--- config.mk ---
export PLATFORM = sky130hd
export DESIGN_NAME = fan_speed_ctrl
export DESIGN_NICKNAME = d
export VERILOG_FILES = /design/src/logic/tri_ramp.v /design/src/logic/hall_hysteresis.v /design/src/logic/fan_speed_ctrl.v
export VERILOG_INCLUDE_DIRS = /design/src /design/src/logic
export SDC_FILE = /design/constraint.sdc
export NUM_CORES = 2
export LEC_CHECK = 0
export BUFFER_PORTS_ARGS = -buffer_cell sky130_fd_sc_hd__buf_2
export CORE_UTILIZATION = 67
export DETAILED_ROUTE_END_ITERATION = 6
export GPL_ROUTABILITY_DRIVEN = 0
export GPL_TIMING_DRIVEN = 0
export PLACE_DENSITY_LB_ADDON = 0.3
export SYNTH_ARGS = -nofsm -noshare
export SYNTH_HDL_FRONTEND = slang
export SYNTH_SLANG_ARGS = --single-unit
export TNS_END_PERCENT = 5
--- constraint.sdc ---
create_clock -name ref_clk -period 109.1 [get_ports ref_clk]
set_input_delay 10.91 -clock ref_clk [delete_from_list [all_inputs] [get_ports ref_clk]]
set_output_delay 10.91 -clock ref_clk [all_outputs]
set_load 0.1 [all_outputs]
--- src/logic/fan_ctrl_map.vh ---
// named constants for the fan speed and hall control block
`ifndef FAN_CTRL_MAP_VH
`define FAN_CTRL_MAP_VH

// ****************************************************
// clock and analog figures, in their own units
// ****************************************************
`define CLK_MHZ        100
`define TRI_CUR_NA     64500
`define TRI_AMP_MV     1530
`define TRI_CAP_PF     390
`define SST_CUR_NA     4000
`define SST_AMP_MV     1000
`define SST_CAP_PF     1800
`define LOCK_TIME_MS   500

// ****************************************************
// duty scale (per-mille) and command conversion
// ****************************************************
`define DUTY_FULL      11'h3e8
`define DC_SLOPE       97
`define DC_OFFS_MV     88000
`define DC_DIV         300
`define DC_MIN_MV      13'h3e8
`define DC_MAX_MV      13'hfa0
`define WORK_LO        11'h01e
`define WORK_HI        11'h244
`define HALL_HYS_MV    10

// ****************************************************
// selector codes and register offsets
// ****************************************************
`define FG_DIV1        2'h0
`define FG_DIV2        2'h1
`define FG_DIV3        2'h2
`define REG_TRI_HALF   4'h0
`define REG_STATUS     4'h1
`define REG_DUTY       4'h2

`endif

--- src/logic/tri_ramp.v ---
// up/down counter that stands in for a capacitor triangle oscillator
`timescale 1ns/1ps
`include "fan_ctrl_map.vh"

module tri_ramp #(
	parameter W = 16
) (
	// clock and reset
	input  wire         ref_clk,
	input  wire         arst_n,
	// turning point of the ramp
	input  wire [W-1:0] half_count,
	// ramp value and end of each full period
	output reg  [W-1:0] ramp_q,
	output reg          period_end_q
);

	reg dir_down_q;    // high while the ramp falls

	// ****************************************************
	// counter: climbs to half_count, falls back to zero
	// ****************************************************
	always @(posedge ref_clk or negedge arst_n) begin
		if (!arst_n) begin
			ramp_q       <= {W{1'b0}};
			dir_down_q   <= 1'b0;
			period_end_q <= 1'b0;
		end else begin
			period_end_q <= 1'b0;
			if (!dir_down_q) begin
				// a shrunk turning point must not strand the ramp above it
				if (ramp_q >= half_count)
					dir_down_q <= 1'b1;
				else
					ramp_q <= ramp_q + {{(W-1){1'b0}}, 1'b1};
			end else begin
				if (ramp_q == {W{1'b0}}) begin
					dir_down_q   <= 1'b0;
					period_end_q <= 1'b1;
				end else
					ramp_q <= ramp_q - {{(W-1){1'b0}}, 1'b1};
			end
		end
	end

endmodule // tri_ramp

--- src/logic/hall_hysteresis.v ---
// hysteresis comparator on the sampled differential hall input
`timescale 1ns/1ps
`include "fan_ctrl_map.vh"

module hall_hysteresis (
	// clock and reset
	input  wire        ref_clk,
	input  wire        arst_n,
	// hall samples in millivolts, same clock domain
	input  wire [11:0] hall_plus,
	input  wire [11:0] hall_minus,
	// comparator level and one-cycle edge marker
	output reg         hall_level_q,
	output reg         hall_edge_q
);

	localparam signed [12:0] HALF_HYS = `HALL_HYS_MV / 2;

	wire signed [12:0] diff;   // plus minus minus, one extra bit
	assign diff = $signed({1'b0, hall_plus}) - $signed({1'b0, hall_minus});

	// ****************************************************
	// switch only past half the window each side
	// ****************************************************
	always @(posedge ref_clk or negedge arst_n) begin
		if (!arst_n) begin
			hall_level_q <= 1'b0;
			hall_edge_q  <= 1'b0;
		end else begin
			hall_edge_q <= 1'b0;
			if (!hall_level_q && diff > HALF_HYS) begin
				hall_level_q <= 1'b1;
				hall_edge_q  <= 1'b1;
			end else if (hall_level_q && diff < -HALF_HYS) begin
				hall_level_q <= 1'b0;
				hall_edge_q  <= 1'b1;
			end
		end
	end

endmodule // hall_hysteresis

--- src/logic/fan_speed_ctrl.v ---
// speed command, soft start, hall pulse and phase logic of the fan driver
//
// What this block does
// - PWM mode: output level follows command duty
// - DC mode: command compared against triangle ramp
// - DC mode PWM frequency equals ramp frequency
// - duty rises linearly over working command range
// - hall hysteresis comparator; each edge is event
// - one pulse cycle per 1/2/3 hall cycles
// - selector low: drive phase corrected automatically
// - selector high: drive phase held at zero
// - no speed pulses during start-up mode
// - soft-start timing from slow triangle ramp
// - soft-start duty grows until commanded duty reached
// - DC command converted to equivalent input duty
// - lock detection runs through soft start too
`timescale 1ns/1ps
`include "fan_ctrl_map.vh"

module fan_speed_ctrl #(
	parameter SST_W       = 24,
	parameter SST_HALF    = `SST_CAP_PF * `SST_AMP_MV * `CLK_MHZ
	                        / `SST_CUR_NA,
	parameter LOCK_W      = 26,
	parameter LOCK_CYCLES = `LOCK_TIME_MS * 1000 * `CLK_MHZ,
	parameter SS_STEP     = 1
) (
	// clock and reset
	input  wire        ref_clk,
	input  wire        arst_n,
	// speed command
	input  wire        speed_command_input,
	input  wire [12:0] speed_command_level_mv,
	input  wire        tri_cap_tied_ref,
	input  wire        soft_start_ramp_cap_tied,
	// hall samples
	input  wire [11:0] hall_plus,
	input  wire [11:0] hall_minus,
	// mode pins
	input  wire [1:0]  pulse_divide_select,
	input  wire        phase_shift_select,
	input  wire        conduction_ref,
	input  wire        sleep_req,
	// register port
	input  wire [3:0]  reg_addr,
	input  wire [15:0] reg_wdata,
	input  wire        reg_wr,
	input  wire        reg_rd,
	output reg  [15:0] reg_rdata_q,
	// drive and status
	output reg         drive_pwm_q,
	output reg         speed_pulse_out_q,
	output reg  [15:0] phase_advance_q,
	output reg         lock_fault_q,
	output reg         startup_q
);

	localparam [15:0] TRI_HALF_DEF = `TRI_CAP_PF * `TRI_AMP_MV * `CLK_MHZ
	                                 / `TRI_CUR_NA;
	localparam [SST_W-1:0]  SST_HALF_C = SST_HALF;
	localparam [LOCK_W-1:0] LOCK_C     = LOCK_CYCLES - 1;
	localparam [10:0]       STEP_C     = SS_STEP;
	localparam [3:0] ST_SLEEP = 4'h1;
	localparam [3:0] ST_START = 4'h2;
	localparam [3:0] ST_RUN   = 4'h4;
	localparam [3:0] ST_LOCK  = 4'h8;

	// ****************************************************
	// pin synchronisers, two flops per bit
	// ****************************************************
	wire [7:0] pin_raw;   // asynchronous pins gathered
	reg  [7:0] pin_s1_q;  // first stage, read only by second
	reg  [7:0] pin_s2_q;  // safe copy
	assign pin_raw = {pulse_divide_select, conduction_ref, sleep_req,
	                  phase_shift_select, soft_start_ramp_cap_tied,
	                  tri_cap_tied_ref, speed_command_input};
	genvar gi;
	generate
		for (gi = 0; gi < 8; gi = gi + 1) begin : g_sync
			// same two-stage flop for every pin
			always @(posedge ref_clk or negedge arst_n) begin
				if (!arst_n) begin
					pin_s1_q[gi] <= 1'b0;
					pin_s2_q[gi] <= 1'b0;
				end else begin
					pin_s1_q[gi] <= pin_raw[gi];
					pin_s2_q[gi] <= pin_s1_q[gi];
				end
			end
		end
	endgenerate
	wire       vsp_s    = pin_s2_q[0];
	wire       pwm_mode = pin_s2_q[1];
	wire       ss_bypass = pin_s2_q[2];
	wire       ps_fixed = pin_s2_q[3];
	wire       sleep_s  = pin_s2_q[4];
	wire       cond_s   = pin_s2_q[5];
	wire [1:0] fg_sel   = pin_s2_q[7:6];

	// ****************************************************
	// register port
	// ****************************************************
	reg  [15:0] tri_half_q;  // pwm ramp turning point, software set
	reg  [3:0]  state_q;
	reg  [10:0] applied_q;   // duty in use, per-mille
	reg  [10:0] target_q;    // commanded duty after scaling
	// write decode; only the ramp turning point is writable
	always @(posedge ref_clk or negedge arst_n) begin
		if (!arst_n)
			tri_half_q <= TRI_HALF_DEF;
		else if (reg_wr && reg_addr == `REG_TRI_HALF)
			tri_half_q <= reg_wdata;
	end
	// read data stands the cycle after the strobe only
	always @(posedge ref_clk or negedge arst_n) begin
		if (!arst_n)
			reg_rdata_q <= 16'h0000;
		else if (!reg_rd)
			reg_rdata_q <= 16'h0000;
		else begin
			case (reg_addr)
				`REG_TRI_HALF: reg_rdata_q <= tri_half_q;
				`REG_STATUS:   reg_rdata_q <= {10'h000, lock_fault_q,
				                               startup_q, state_q};
				`REG_DUTY:     reg_rdata_q <= {5'h00, applied_q};
				default:       reg_rdata_q <= 16'h0000;
			endcase
		end
	end

	// ****************************************************
	// pwm-mode command: duty from high time over period
	// ****************************************************
	reg  [15:0] per_cnt_q;   // cycles since last rising edge
	reg  [15:0] hi_cnt_q;    // high cycles in that span
	reg  [10:0] pwm_duty_q;  // measured duty, per-mille
	reg         vsp_d1_q;
	wire        vsp_rise = vsp_s & ~vsp_d1_q;
	wire [25:0] hi_scaled = hi_cnt_q * 10'h3e8;
	wire [25:0] pwm_ratio = hi_scaled / {10'h000, per_cnt_q};
	// a stuck input (0 % or 100 %) runs the period counter up to ffff, where it restarts
	always @(posedge ref_clk or negedge arst_n) begin
		if (!arst_n) begin
			vsp_d1_q   <= 1'b0;
			per_cnt_q  <= 16'h0000;
			hi_cnt_q   <= 16'h0000;
			pwm_duty_q <= 11'h000;
		end else begin
			vsp_d1_q <= vsp_s;
			if (vsp_rise) begin
				if (per_cnt_q != 16'h0000)
					pwm_duty_q <= pwm_ratio[10:0];
				per_cnt_q <= 16'h0001;
				hi_cnt_q  <= 16'h0001;
			end else if (per_cnt_q == 16'hffff) begin
				pwm_duty_q <= vsp_s ? `DUTY_FULL : 11'h000;
				per_cnt_q  <= 16'h0000;
				hi_cnt_q   <= 16'h0000;
			end else begin
				per_cnt_q <= per_cnt_q + 16'h0001;
				if (vsp_s)
					hi_cnt_q <= hi_cnt_q + 16'h0001;
			end
		end
	end

	// ****************************************************
	// dc-mode command: level to equivalent duty
	// ****************************************************
	reg  [12:0] mv_clip;     // command held inside 1 V .. 4 V
	reg  [10:0] dc_duty;
	reg  [10:0] equiv_duty;  // duty of whichever mode is active
	reg  [10:0] lin_duty;    // working range spread to full scale
	localparam [19:0] DC_OFFS_C = `DC_OFFS_MV;  // held at datapath width
	localparam [19:0] DC_DIV_C  = `DC_DIV;
	wire [19:0] dc_prod = mv_clip * 7'h61;
	wire [19:0] dc_num  = dc_prod - DC_OFFS_C;
	wire [19:0] dc_quo  = dc_num / DC_DIV_C;
	wire [21:0] lin_num = (equiv_duty - `WORK_LO) * 11'h3e8;
	wire [21:0] lin_quo = lin_num / (`WORK_HI - `WORK_LO);
	// slope 97 is folded into the literal 7'h61 above
	always @* begin
		if (speed_command_level_mv < `DC_MIN_MV)
			mv_clip = `DC_MIN_MV;
		else if (speed_command_level_mv > `DC_MAX_MV)
			mv_clip = `DC_MAX_MV;
		else
			mv_clip = speed_command_level_mv;
		dc_duty    = dc_quo[10:0];
		equiv_duty = pwm_mode ? pwm_duty_q : dc_duty;
		if (equiv_duty <= `WORK_LO)
			lin_duty = 11'h000;
		else if (equiv_duty >= `WORK_HI)
			lin_duty = `DUTY_FULL;
		else
			lin_duty = lin_quo[10:0];
	end
	// register the target so the dividers are off the drive path
	always @(posedge ref_clk or negedge arst_n) begin
		if (!arst_n)
			target_q <= 11'h000;
		else
			target_q <= lin_duty;
	end

	// ****************************************************
	// ramps: pwm carrier and slow soft-start ramp
	// ****************************************************
	wire [15:0]      tri_val;
	wire [SST_W-1:0] sst_val;
	wire             sst_end;
	tri_ramp #(.W(16)) u_pwm_ramp (
		.ref_clk      (ref_clk),
		.arst_n       (arst_n),
		.half_count   (tri_half_q),
		.ramp_q       (tri_val),
		.period_end_q ()
	);
	tri_ramp #(.W(SST_W)) u_sst_ramp (
		.ref_clk      (ref_clk),
		.arst_n       (arst_n),
		.half_count   (SST_HALF_C),
		.ramp_q       (sst_val),
		.period_end_q (sst_end)
	);

	// ****************************************************
	// hall comparator
	// ****************************************************
	wire hall_lvl;
	wire hall_edge;
	hall_hysteresis u_hall (
		.ref_clk      (ref_clk),
		.arst_n       (arst_n),
		.hall_plus    (hall_plus),
		.hall_minus   (hall_minus),
		.hall_level_q (hall_lvl),
		.hall_edge_q  (hall_edge)
	);

	// ****************************************************
	// start-up, soft start and lock state machine
	// ****************************************************
	reg  [LOCK_W-1:0] lock_cnt_q;  // cycles since the last hall edge
	reg               sleep_d1_q;
	wire ss_done  = (applied_q >= target_q) && (applied_q != 11'h000);
	wire lock_hit = (lock_cnt_q == LOCK_C);
	// startup is entered after reset and again after sleep ends
	always @(posedge ref_clk or negedge arst_n) begin
		if (!arst_n) begin
			state_q    <= ST_START;
			applied_q  <= 11'h000;
			lock_cnt_q <= {LOCK_W{1'b0}};
			sleep_d1_q <= 1'b0;
		end else begin
			sleep_d1_q <= sleep_s;
			if (hall_edge || !(state_q[1] || state_q[2]))
				lock_cnt_q <= {LOCK_W{1'b0}};
			else if (!lock_hit)
				lock_cnt_q <= lock_cnt_q + {{(LOCK_W-1){1'b0}}, 1'b1};
			case (state_q)
				ST_START: begin
					// bypass tied pin gives the full command at once
					if (ss_bypass)
						applied_q <= target_q;
					else if (sst_end && !ss_done)
						applied_q <= (target_q - applied_q < STEP_C)
						             ? target_q
						             : applied_q + STEP_C;
					if (sleep_s)
						state_q <= ST_SLEEP;
					else if (lock_hit)
						state_q <= ST_LOCK;
					else if (ss_done && hall_edge)
						state_q <= ST_RUN;
				end
				ST_RUN: begin
					applied_q <= target_q;
					if (sleep_s)
						state_q <= ST_SLEEP;
					else if (lock_hit)
						state_q <= ST_LOCK;
				end
				ST_LOCK: begin
					applied_q <= 11'h000;
					if (sleep_s)
						state_q <= ST_SLEEP;
				end
				ST_SLEEP: begin
					applied_q <= 11'h000;
					if (!sleep_s && sleep_d1_q)
						state_q <= ST_START;
				end
				default: state_q <= ST_START;
			endcase
		end
	end

	// ****************************************************
	// drive pwm: duty against the carrier ramp
	// ****************************************************
	wire [26:0] ramp_side = tri_val * 11'h3e8;
	wire [26:0] duty_side = applied_q * tri_half_q;
	// carrier period is twice the turning point plus two cycles, whichever mode
	always @(posedge ref_clk or negedge arst_n) begin
		if (!arst_n) begin
			drive_pwm_q  <= 1'b0;
			lock_fault_q <= 1'b0;
			startup_q    <= 1'b1;
		end else begin
			drive_pwm_q  <= (ramp_side < duty_side);
			lock_fault_q <= state_q[3];
			startup_q    <= state_q[1];
		end
	end

	// ****************************************************
	// speed pulse: toggle every n hall edges
	// ****************************************************
	reg [1:0] edge_cnt_q;
	reg [1:0] div_last;
	always @* begin
		case (fg_sel)
			`FG_DIV2: div_last = 2'h1;
			`FG_DIV3: div_last = 2'h2;
			default:  div_last = 2'h0;
		endcase
	end
	// n hall cycles hold 2n edges, and one pulse cycle two toggles
	always @(posedge ref_clk or negedge arst_n) begin
		if (!arst_n) begin
			edge_cnt_q        <= 2'h0;
			speed_pulse_out_q <= 1'b0;
		end else if (!state_q[2]) begin
			edge_cnt_q        <= 2'h0;
			speed_pulse_out_q <= 1'b0;
		end else if (hall_edge) begin
			if (edge_cnt_q >= div_last) begin
				edge_cnt_q        <= 2'h0;
				speed_pulse_out_q <= ~speed_pulse_out_q;
			end else
				edge_cnt_q <= edge_cnt_q + 2'h1;
		end
	end

	// ****************************************************
	// drive phase: lag from hall edge to conduction mark
	// ****************************************************
	reg  [15:0] lag_cnt_q;   // cycles since the last hall edge
	reg  [15:0] lag_seen_q;  // lag captured at conduction mark
	reg         cond_d1_q;
	wire        cond_rise = cond_s & ~cond_d1_q;
	// a single step per edge keeps the correction from hunting
	always @(posedge ref_clk or negedge arst_n) begin
		if (!arst_n) begin
			lag_cnt_q       <= 16'h0000;
			lag_seen_q      <= 16'h0000;
			cond_d1_q       <= 1'b0;
			phase_advance_q <= 16'h0000;
		end else begin
			cond_d1_q <= cond_s;
			if (hall_edge)
				lag_cnt_q <= 16'h0000;
			else if (lag_cnt_q != 16'hffff)
				lag_cnt_q <= lag_cnt_q + 16'h0001;
			if (cond_rise)
				lag_seen_q <= lag_cnt_q;
			if (ps_fixed)
				phase_advance_q <= 16'h0000;
			else if (hall_edge) begin
				if (lag_seen_q > phase_advance_q)
					phase_advance_q <= phase_advance_q + 16'h0001;
				else if (lag_seen_q < phase_advance_q)
					phase_advance_q <= phase_advance_q - 16'h0001;
			end
		end
	end

endmodule // fan_speed_ctrl

Word-level counts from Yosys, hierarchy flattened. Index checks and enable logic that the tools add are counted.

Register bits: 245.

Add/sub/neg operators: 16. Multipliers: 5. Divide/modulo/power cells: 3. Order comparisons: 14. Eq/ne operators: 24. Muxes and demuxes: 61. Bitwise gates (word level): 5. Reductions and logical operators: 33.

Operator list (count): 2-to-1 mux 16 bit (15); 2-to-1 mux 11 bit (9); adder 16 x 1 -> 16 bit (second input constant) (5); 2-to-1 mux 24 bit (3); 2-to-1 mux 26 bit (2); case mux 16 bit (3 select lines) (1); multiplier 16 x 7 -> 23 bit (second input constant) (2); case mux 11 bit (3 select lines) (1); subtractor 16 x 1 -> 16 bit (second input constant) (2); 2-to-1 mux 4 bit (7); < comparator 26 x 27 -> 1 bit (1); multiplier 11 x 16 -> 27 bit (1); adder 26 x 1 -> 26 bit (second input constant) (1); divider 26 x 16 -> 26 bit (1); == test 26 bit (second input constant) (1); 2-to-1 mux 13 bit (2); adder 24 x 1 -> 24 bit (second input constant) (1); greater-or-equal comparator 24 x 16 -> 1 bit (second input constant) (1); logical NOT 24 bit (1); subtractor 24 x 1 -> 24 bit (second input constant) (1); divider 22 x 10 -> 22 bit (second input constant) (1); multiplier 22 x 7 -> 19 bit (second input constant) (1); divider 20 x 9 -> 20 bit (second input constant) (1); multiplier 13 x 7 -> 20 bit (second input constant) (1); other kinds (49) (99).

Logic depth before layout (Yosys ltp).
Depth in word-level cells: 12. Mapped depth: 458. Mapped depth without buffers: 422.

Modules after synthesis. Synthesis repeated with hierarchy kept, for this count alone.

Cells, all modules: 7050. Area, all modules: 55608.3 sq um.

By module, submodules not included: fan_speed_ctrl (instances 1, cells an instance 6414, area each 50270.7 sq um, sequential area each 5016.1 sq um); tri_ramp at u_sst_ramp (instances 1, cells an instance 328, area each 2821.5 sq um, sequential area each 650.6 sq um); tri_ramp at u_pwm_ramp (instances 1, cells an instance 208, area each 1775.5 sq um, sequential area each 450.4 sq um); hall_hysteresis (instances 1, cells an instance 100, area each 740.7 sq um, sequential area each 50.0 sq um).

Worst setup path before layout. No wires, ideal clock.

Path kind: flip-flop to flip-flop. Start point: reg hi_cnt_q[0]. End point: reg pwm_duty_q[0]. Setup time: 133 ps. Arrival time: 81412 ps. Required time: 108967 ps. Setup slack: 27554 ps. Cell stages (with the launch flop): 441. Path buffers: 38. Path through: dfrtp_1 fa_1 fa_1 inv_1 fa_1 fa_1 inv_1 ha_1 inv_1 o21ai_0 a21oi_1 o21ai_0 a21oi_1 o21ai_0 a21oi_1 o21ai_0 a21oi_1 o21ai_0 (+405 left out) o21ai_0 a21o_1 a21o_1 or3_1 nor4bb_1 nand3_1 clkbuf_1 clkbuf_1 nor2_1 a21oi_1 ha_1 nand4_1 nor3_1 a31o_2 a2111oi_0 o211ai_1 o31ai_1 nand4_1.

Longest elaborated chain between the ends: 4.

Ends and longest elaborated chain: start: declaration (line fan_speed_ctrl.v:135) `reg [15:0] hi_cnt_q;`; start signal: assignment (line fan_speed_ctrl.v:162) `hi_cnt_q <= hi_cnt_q + 16'h0001;`; multiplier 16 x 7 -> 23 bit (line fan_speed_ctrl.v:139) `wire [25:0] hi_scaled = hi_cnt_q * 10'h3e8;`; divider 26 x 16 -> 26 bit (line fan_speed_ctrl.v:140) `wire [25:0] pwm_ratio = hi_scaled / {10'h000, per_cnt_q};`; 2-to-1 mux 11 bit (line fan_speed_ctrl.v:151) `if (per_cnt_q != 16'h0000)`; 2-to-1 mux 11 bit (line fan_speed_ctrl.v:150) `if (vsp_rise) begin`; end signal: assignment (line fan_speed_ctrl.v:152) `pwm_duty_q <= pwm_ratio[10:0];`; end signal: assignment (line fan_speed_ctrl.v:156) `` pwm_duty_q <= vsp_s ? `DUTY_FULL : 11'h000; ``; end: declaration (line fan_speed_ctrl.v:136) `reg [10:0] pwm_duty_q;`.

No other way between the ends. The select of a mux whose other input is x is not followed. A chain may end at the register's enable or synchronous reset.

Worst setup path after layout. Same ends and word-level chain as after synthesis.

==> reports/results.ini <==
[worst_hold_path]
whs_path_depth = 0
hp-class = flip-flop to flip-flop
hp-start = pin_s1_q[1]$_DFF_PN0_
whs_endpoint = pwm_mode$_DFF_PN0_

[timing]
maxSlewHeadroom = -0.00807
max_freq_mhz = 10.5
fin_crit_sh = 0.876
hold_ws_ns = 0.348
rsz0062_at_grt = false
final.setup.tns_ns = 0
fin_worst_skew_ns = 0.0250
finalMaxSlewViolations = 7
setup_viol = 0
hold_viol = 0
finalCriticalPeriod_ns = 95.57
worstMarginPinSlew_ns = 1.50

[logic_synthesis]
synth_warnings = 0
synth.top_cell.area_share = 0.169
syn-cell-area_um2 = 53100
ys_seq_area_frac = 0.116
synth_top_family_by_area = adder cells
synth_edf_count = 0
syn_avg_cell_area_um2 = 7.88
ys_types = 145
syn_inst = 6745
synth_mux_area_frac = 0.0374
ys.flop_type = dfrtp_1
synthXorXnorAreaFrac = 0.0748
async_flop_share = 1.00
synth_compound_area_frac = 0.235
synth-adder-area-share = 0.278
synth-seq-cells = 245
synth-simple-area-share = 0.201
yosys.area.top_type = ha_1
synth.area.top_cells = ha_1, dfrtp_1, fa_1

[routing]
routed_wl_um = 138000
dr_total_vias = 50670
drt-pass1-iter-count = 7
drt_iter0_drc = 4118
ant_nets = 0
routedWlPerCell_um = 17.4
drc = 1
viasPerCell = 6.37

[worst_setup_path]
crit_top_cell = o21a_1
r2r_cells = 446
arrival_ns = 95.99
worst-path-buf-inv = 47
critPathTopFamily = compound AO/OA/AOI/OAI gates
cp-start-kind = flip-flop
required_ns = 109.52
cp_slowest_cell = dfrtp_1
crit_type = flip-flop to flip-flop
cp_max_fo = 11
rr_endpoint = pwm_duty_q[0]$_DFFE_PN0P_
worstReg2RegStart = hi_cnt_q[0]$_DFFE_PN0P_
max_stage_delay_ns = 0.75
cp-end-kind = flip-flop
r2r_slack_ns = 13.53

[status]
violations = DRC, capacitance limit, slew limit
status = finished with violations

[floorplan]
fp-row-count = 102
start_util = 0.681
dieArea_um2 = 80400
die_h_um = 284
io_pins = 105
floorplan.core_area_um2 = 78000
die_x_um = 284

[clocking]
clk_pin_slew_ns = 0.06
hold_buffers = 0
clockRootBuffer = clkbuf_16
numCtsBuffers = 30
cts_resized = 0
cts_setup_buffers = 0
numClockSinks = 245
h-tree-depth = 1
cts_tree = built
clock_latency_ns = 0.62
clockBufferDepth = 3

[grt]
grt_pass1_vias = 48937
antenna_found_initial = 0
met2_usage = 0.570
grt_use_total = 0.336
use_met3 = 0.0402
grt_start_max_net_pins = 124
overflow = 0
grtUsageMet1 = 0.440
busiest_layer = met2
grt_pass1_wl_um = 233000

[final_layout]
num-nets-final = 7958
layout_common_cells = ha_1, nor2_1, inv_1
design_area_um2 = 56100
diodes = 0
area_delta_synth_final_pct = 5.58
drive_gt1_frac = 0.0750
mostFrequentLayoutCell = ha_1

[run]
max_cap_viol_count = 1

[placement]
place.port_buffers = 102
place_hpwl_um = 109000
dpl_cell_area_um2 = 55000

-- layout make-up --
cell class,count,area (µm²)
inverters,590,2210
plain buffers,201,891
clock buffers,39,845
flip-flops and latches,245,6140
multi-input cells,5712,43900
clock inverters,17,204
well taps,1040,1300
fillers,6033,21900
repair buffers,105,603
-- per-layer routing --
layer  part of all wire  routed length, µm  up-vias
met4              0.036               4950        0
met2               0.47              64700     1849
met3              0.065               8950      330
met1               0.43              59500    24091
met5                  0                  0        -
li1                   -                  -    24400
-- how the worst max path moves through the flow --
stage	start	to	slack [ns]	cells past startpoint
after floorplan	hi_cnt_q[0]$_DFFE_PN0P_	pwm_duty_q[0]$_DFFE_PN0P_	27.55	440
after global placement	hi_cnt_q[0]$_DFFE_PN0P_	pwm_duty_q[0]$_DFFE_PN0P_	17.78	436
after detailed placement	hi_cnt_q[0]$_DFFE_PN0P_	pwm_duty_q[0]$_DFFE_PN0P_	15.35	442
after CTS	hi_cnt_q[0]$_DFFE_PN0P_	pwm_duty_q[0]$_DFFE_PN0P_	14.74	440
after global routing	hi_cnt_q[0]$_DFFE_PN0P_	pwm_duty_q[0]$_DFFE_PN0P_	6.16	445
final	hi_cnt_q[0]$_DFFE_PN0P_	pwm_duty_q[0]$_DFFE_PN0P_	13.53	446
-- logic make-up (layout without fill, tap and decap cells) --
group                    count (synthesis)  after routing
AO/OA/AOI/OAI                         1849           1849
XOR/XNOR                               447            447
adder cells (fa/ha/maj)               1010           1010
buffers and inverters                  791            952
flip-flops                             245            245
multiplexers                           184            184
other                                    1              4
AND/OR/NAND/NOR                       2218           2218
-- cells in the mapped netlist, drive strengths merged, types with 50 or more instances --
cell / number
o31ai: 104
o21a: 254
o21ai: 398
a21o: 94
inv: 586
nor2b: 71
nor4: 56
xnor2: 333
fa: 286
nor3: 341
buf: 67
a21oi: 473
xor2: 114
clkbuf: 133
nor2: 593
nand2: 547
or3: 53
o21bai: 85
nand4: 74
and3: 50
ha: 718
mux2i: 73
nand2b: 79
and2: 64
nand3: 135
dfrtp: 236
or2: 84
mux2: 111
-- worst register-to-register path: cells and delay by family, from the launching register on --
family | cells | cell delay, ns
adders and majority gates | 31 | 10.16
AOI/OAI and AO/OA | 294 | 58.40
and+or+nand+nor | 71 | 11.51
DFF | 1 | 0.75
xor gates and xnor gates | 1 | 0.18
buffers and inverters | 47 | 13.72
muxes | 2 | 0.71
-- sequential cells by signal (all words and copies together) (netlist names), 2 cells and up --
register,count
per_cnt_q,16
edge_cnt_q,2
lag_seen_q,16
u_pwm_ramp.ramp_q,16
u_sst_ramp.ramp_q,24
phase_advance_q,16
lock_cnt_q,26
lag_cnt_q,16
state_q,4
pin_s1_q,8
pwm_duty_q,11
hi_cnt_q,16
applied_q,11
fg_sel,2
reg_rdata_q,16
target_q,11
tri_half_q,16
-- per-stage QoR --
step / instances / util / setup slack, ns
6_report: 7949 / 0.719 / 13.53
5_1_grt: 7949 / 0.719 / 6.16
4_1_cts: 7948 / 0.719 / 14.74
3_5_place_dp: 7892 / 0.706 / 15.35
3_3_place_gp: 7890 / 0.705 / 17.78
2_1_floorplan: 6748 / - / 27.55
Power is not shown: default switching activity piles up to over one toggle a cycle in this logic, so the estimate is an artifact.
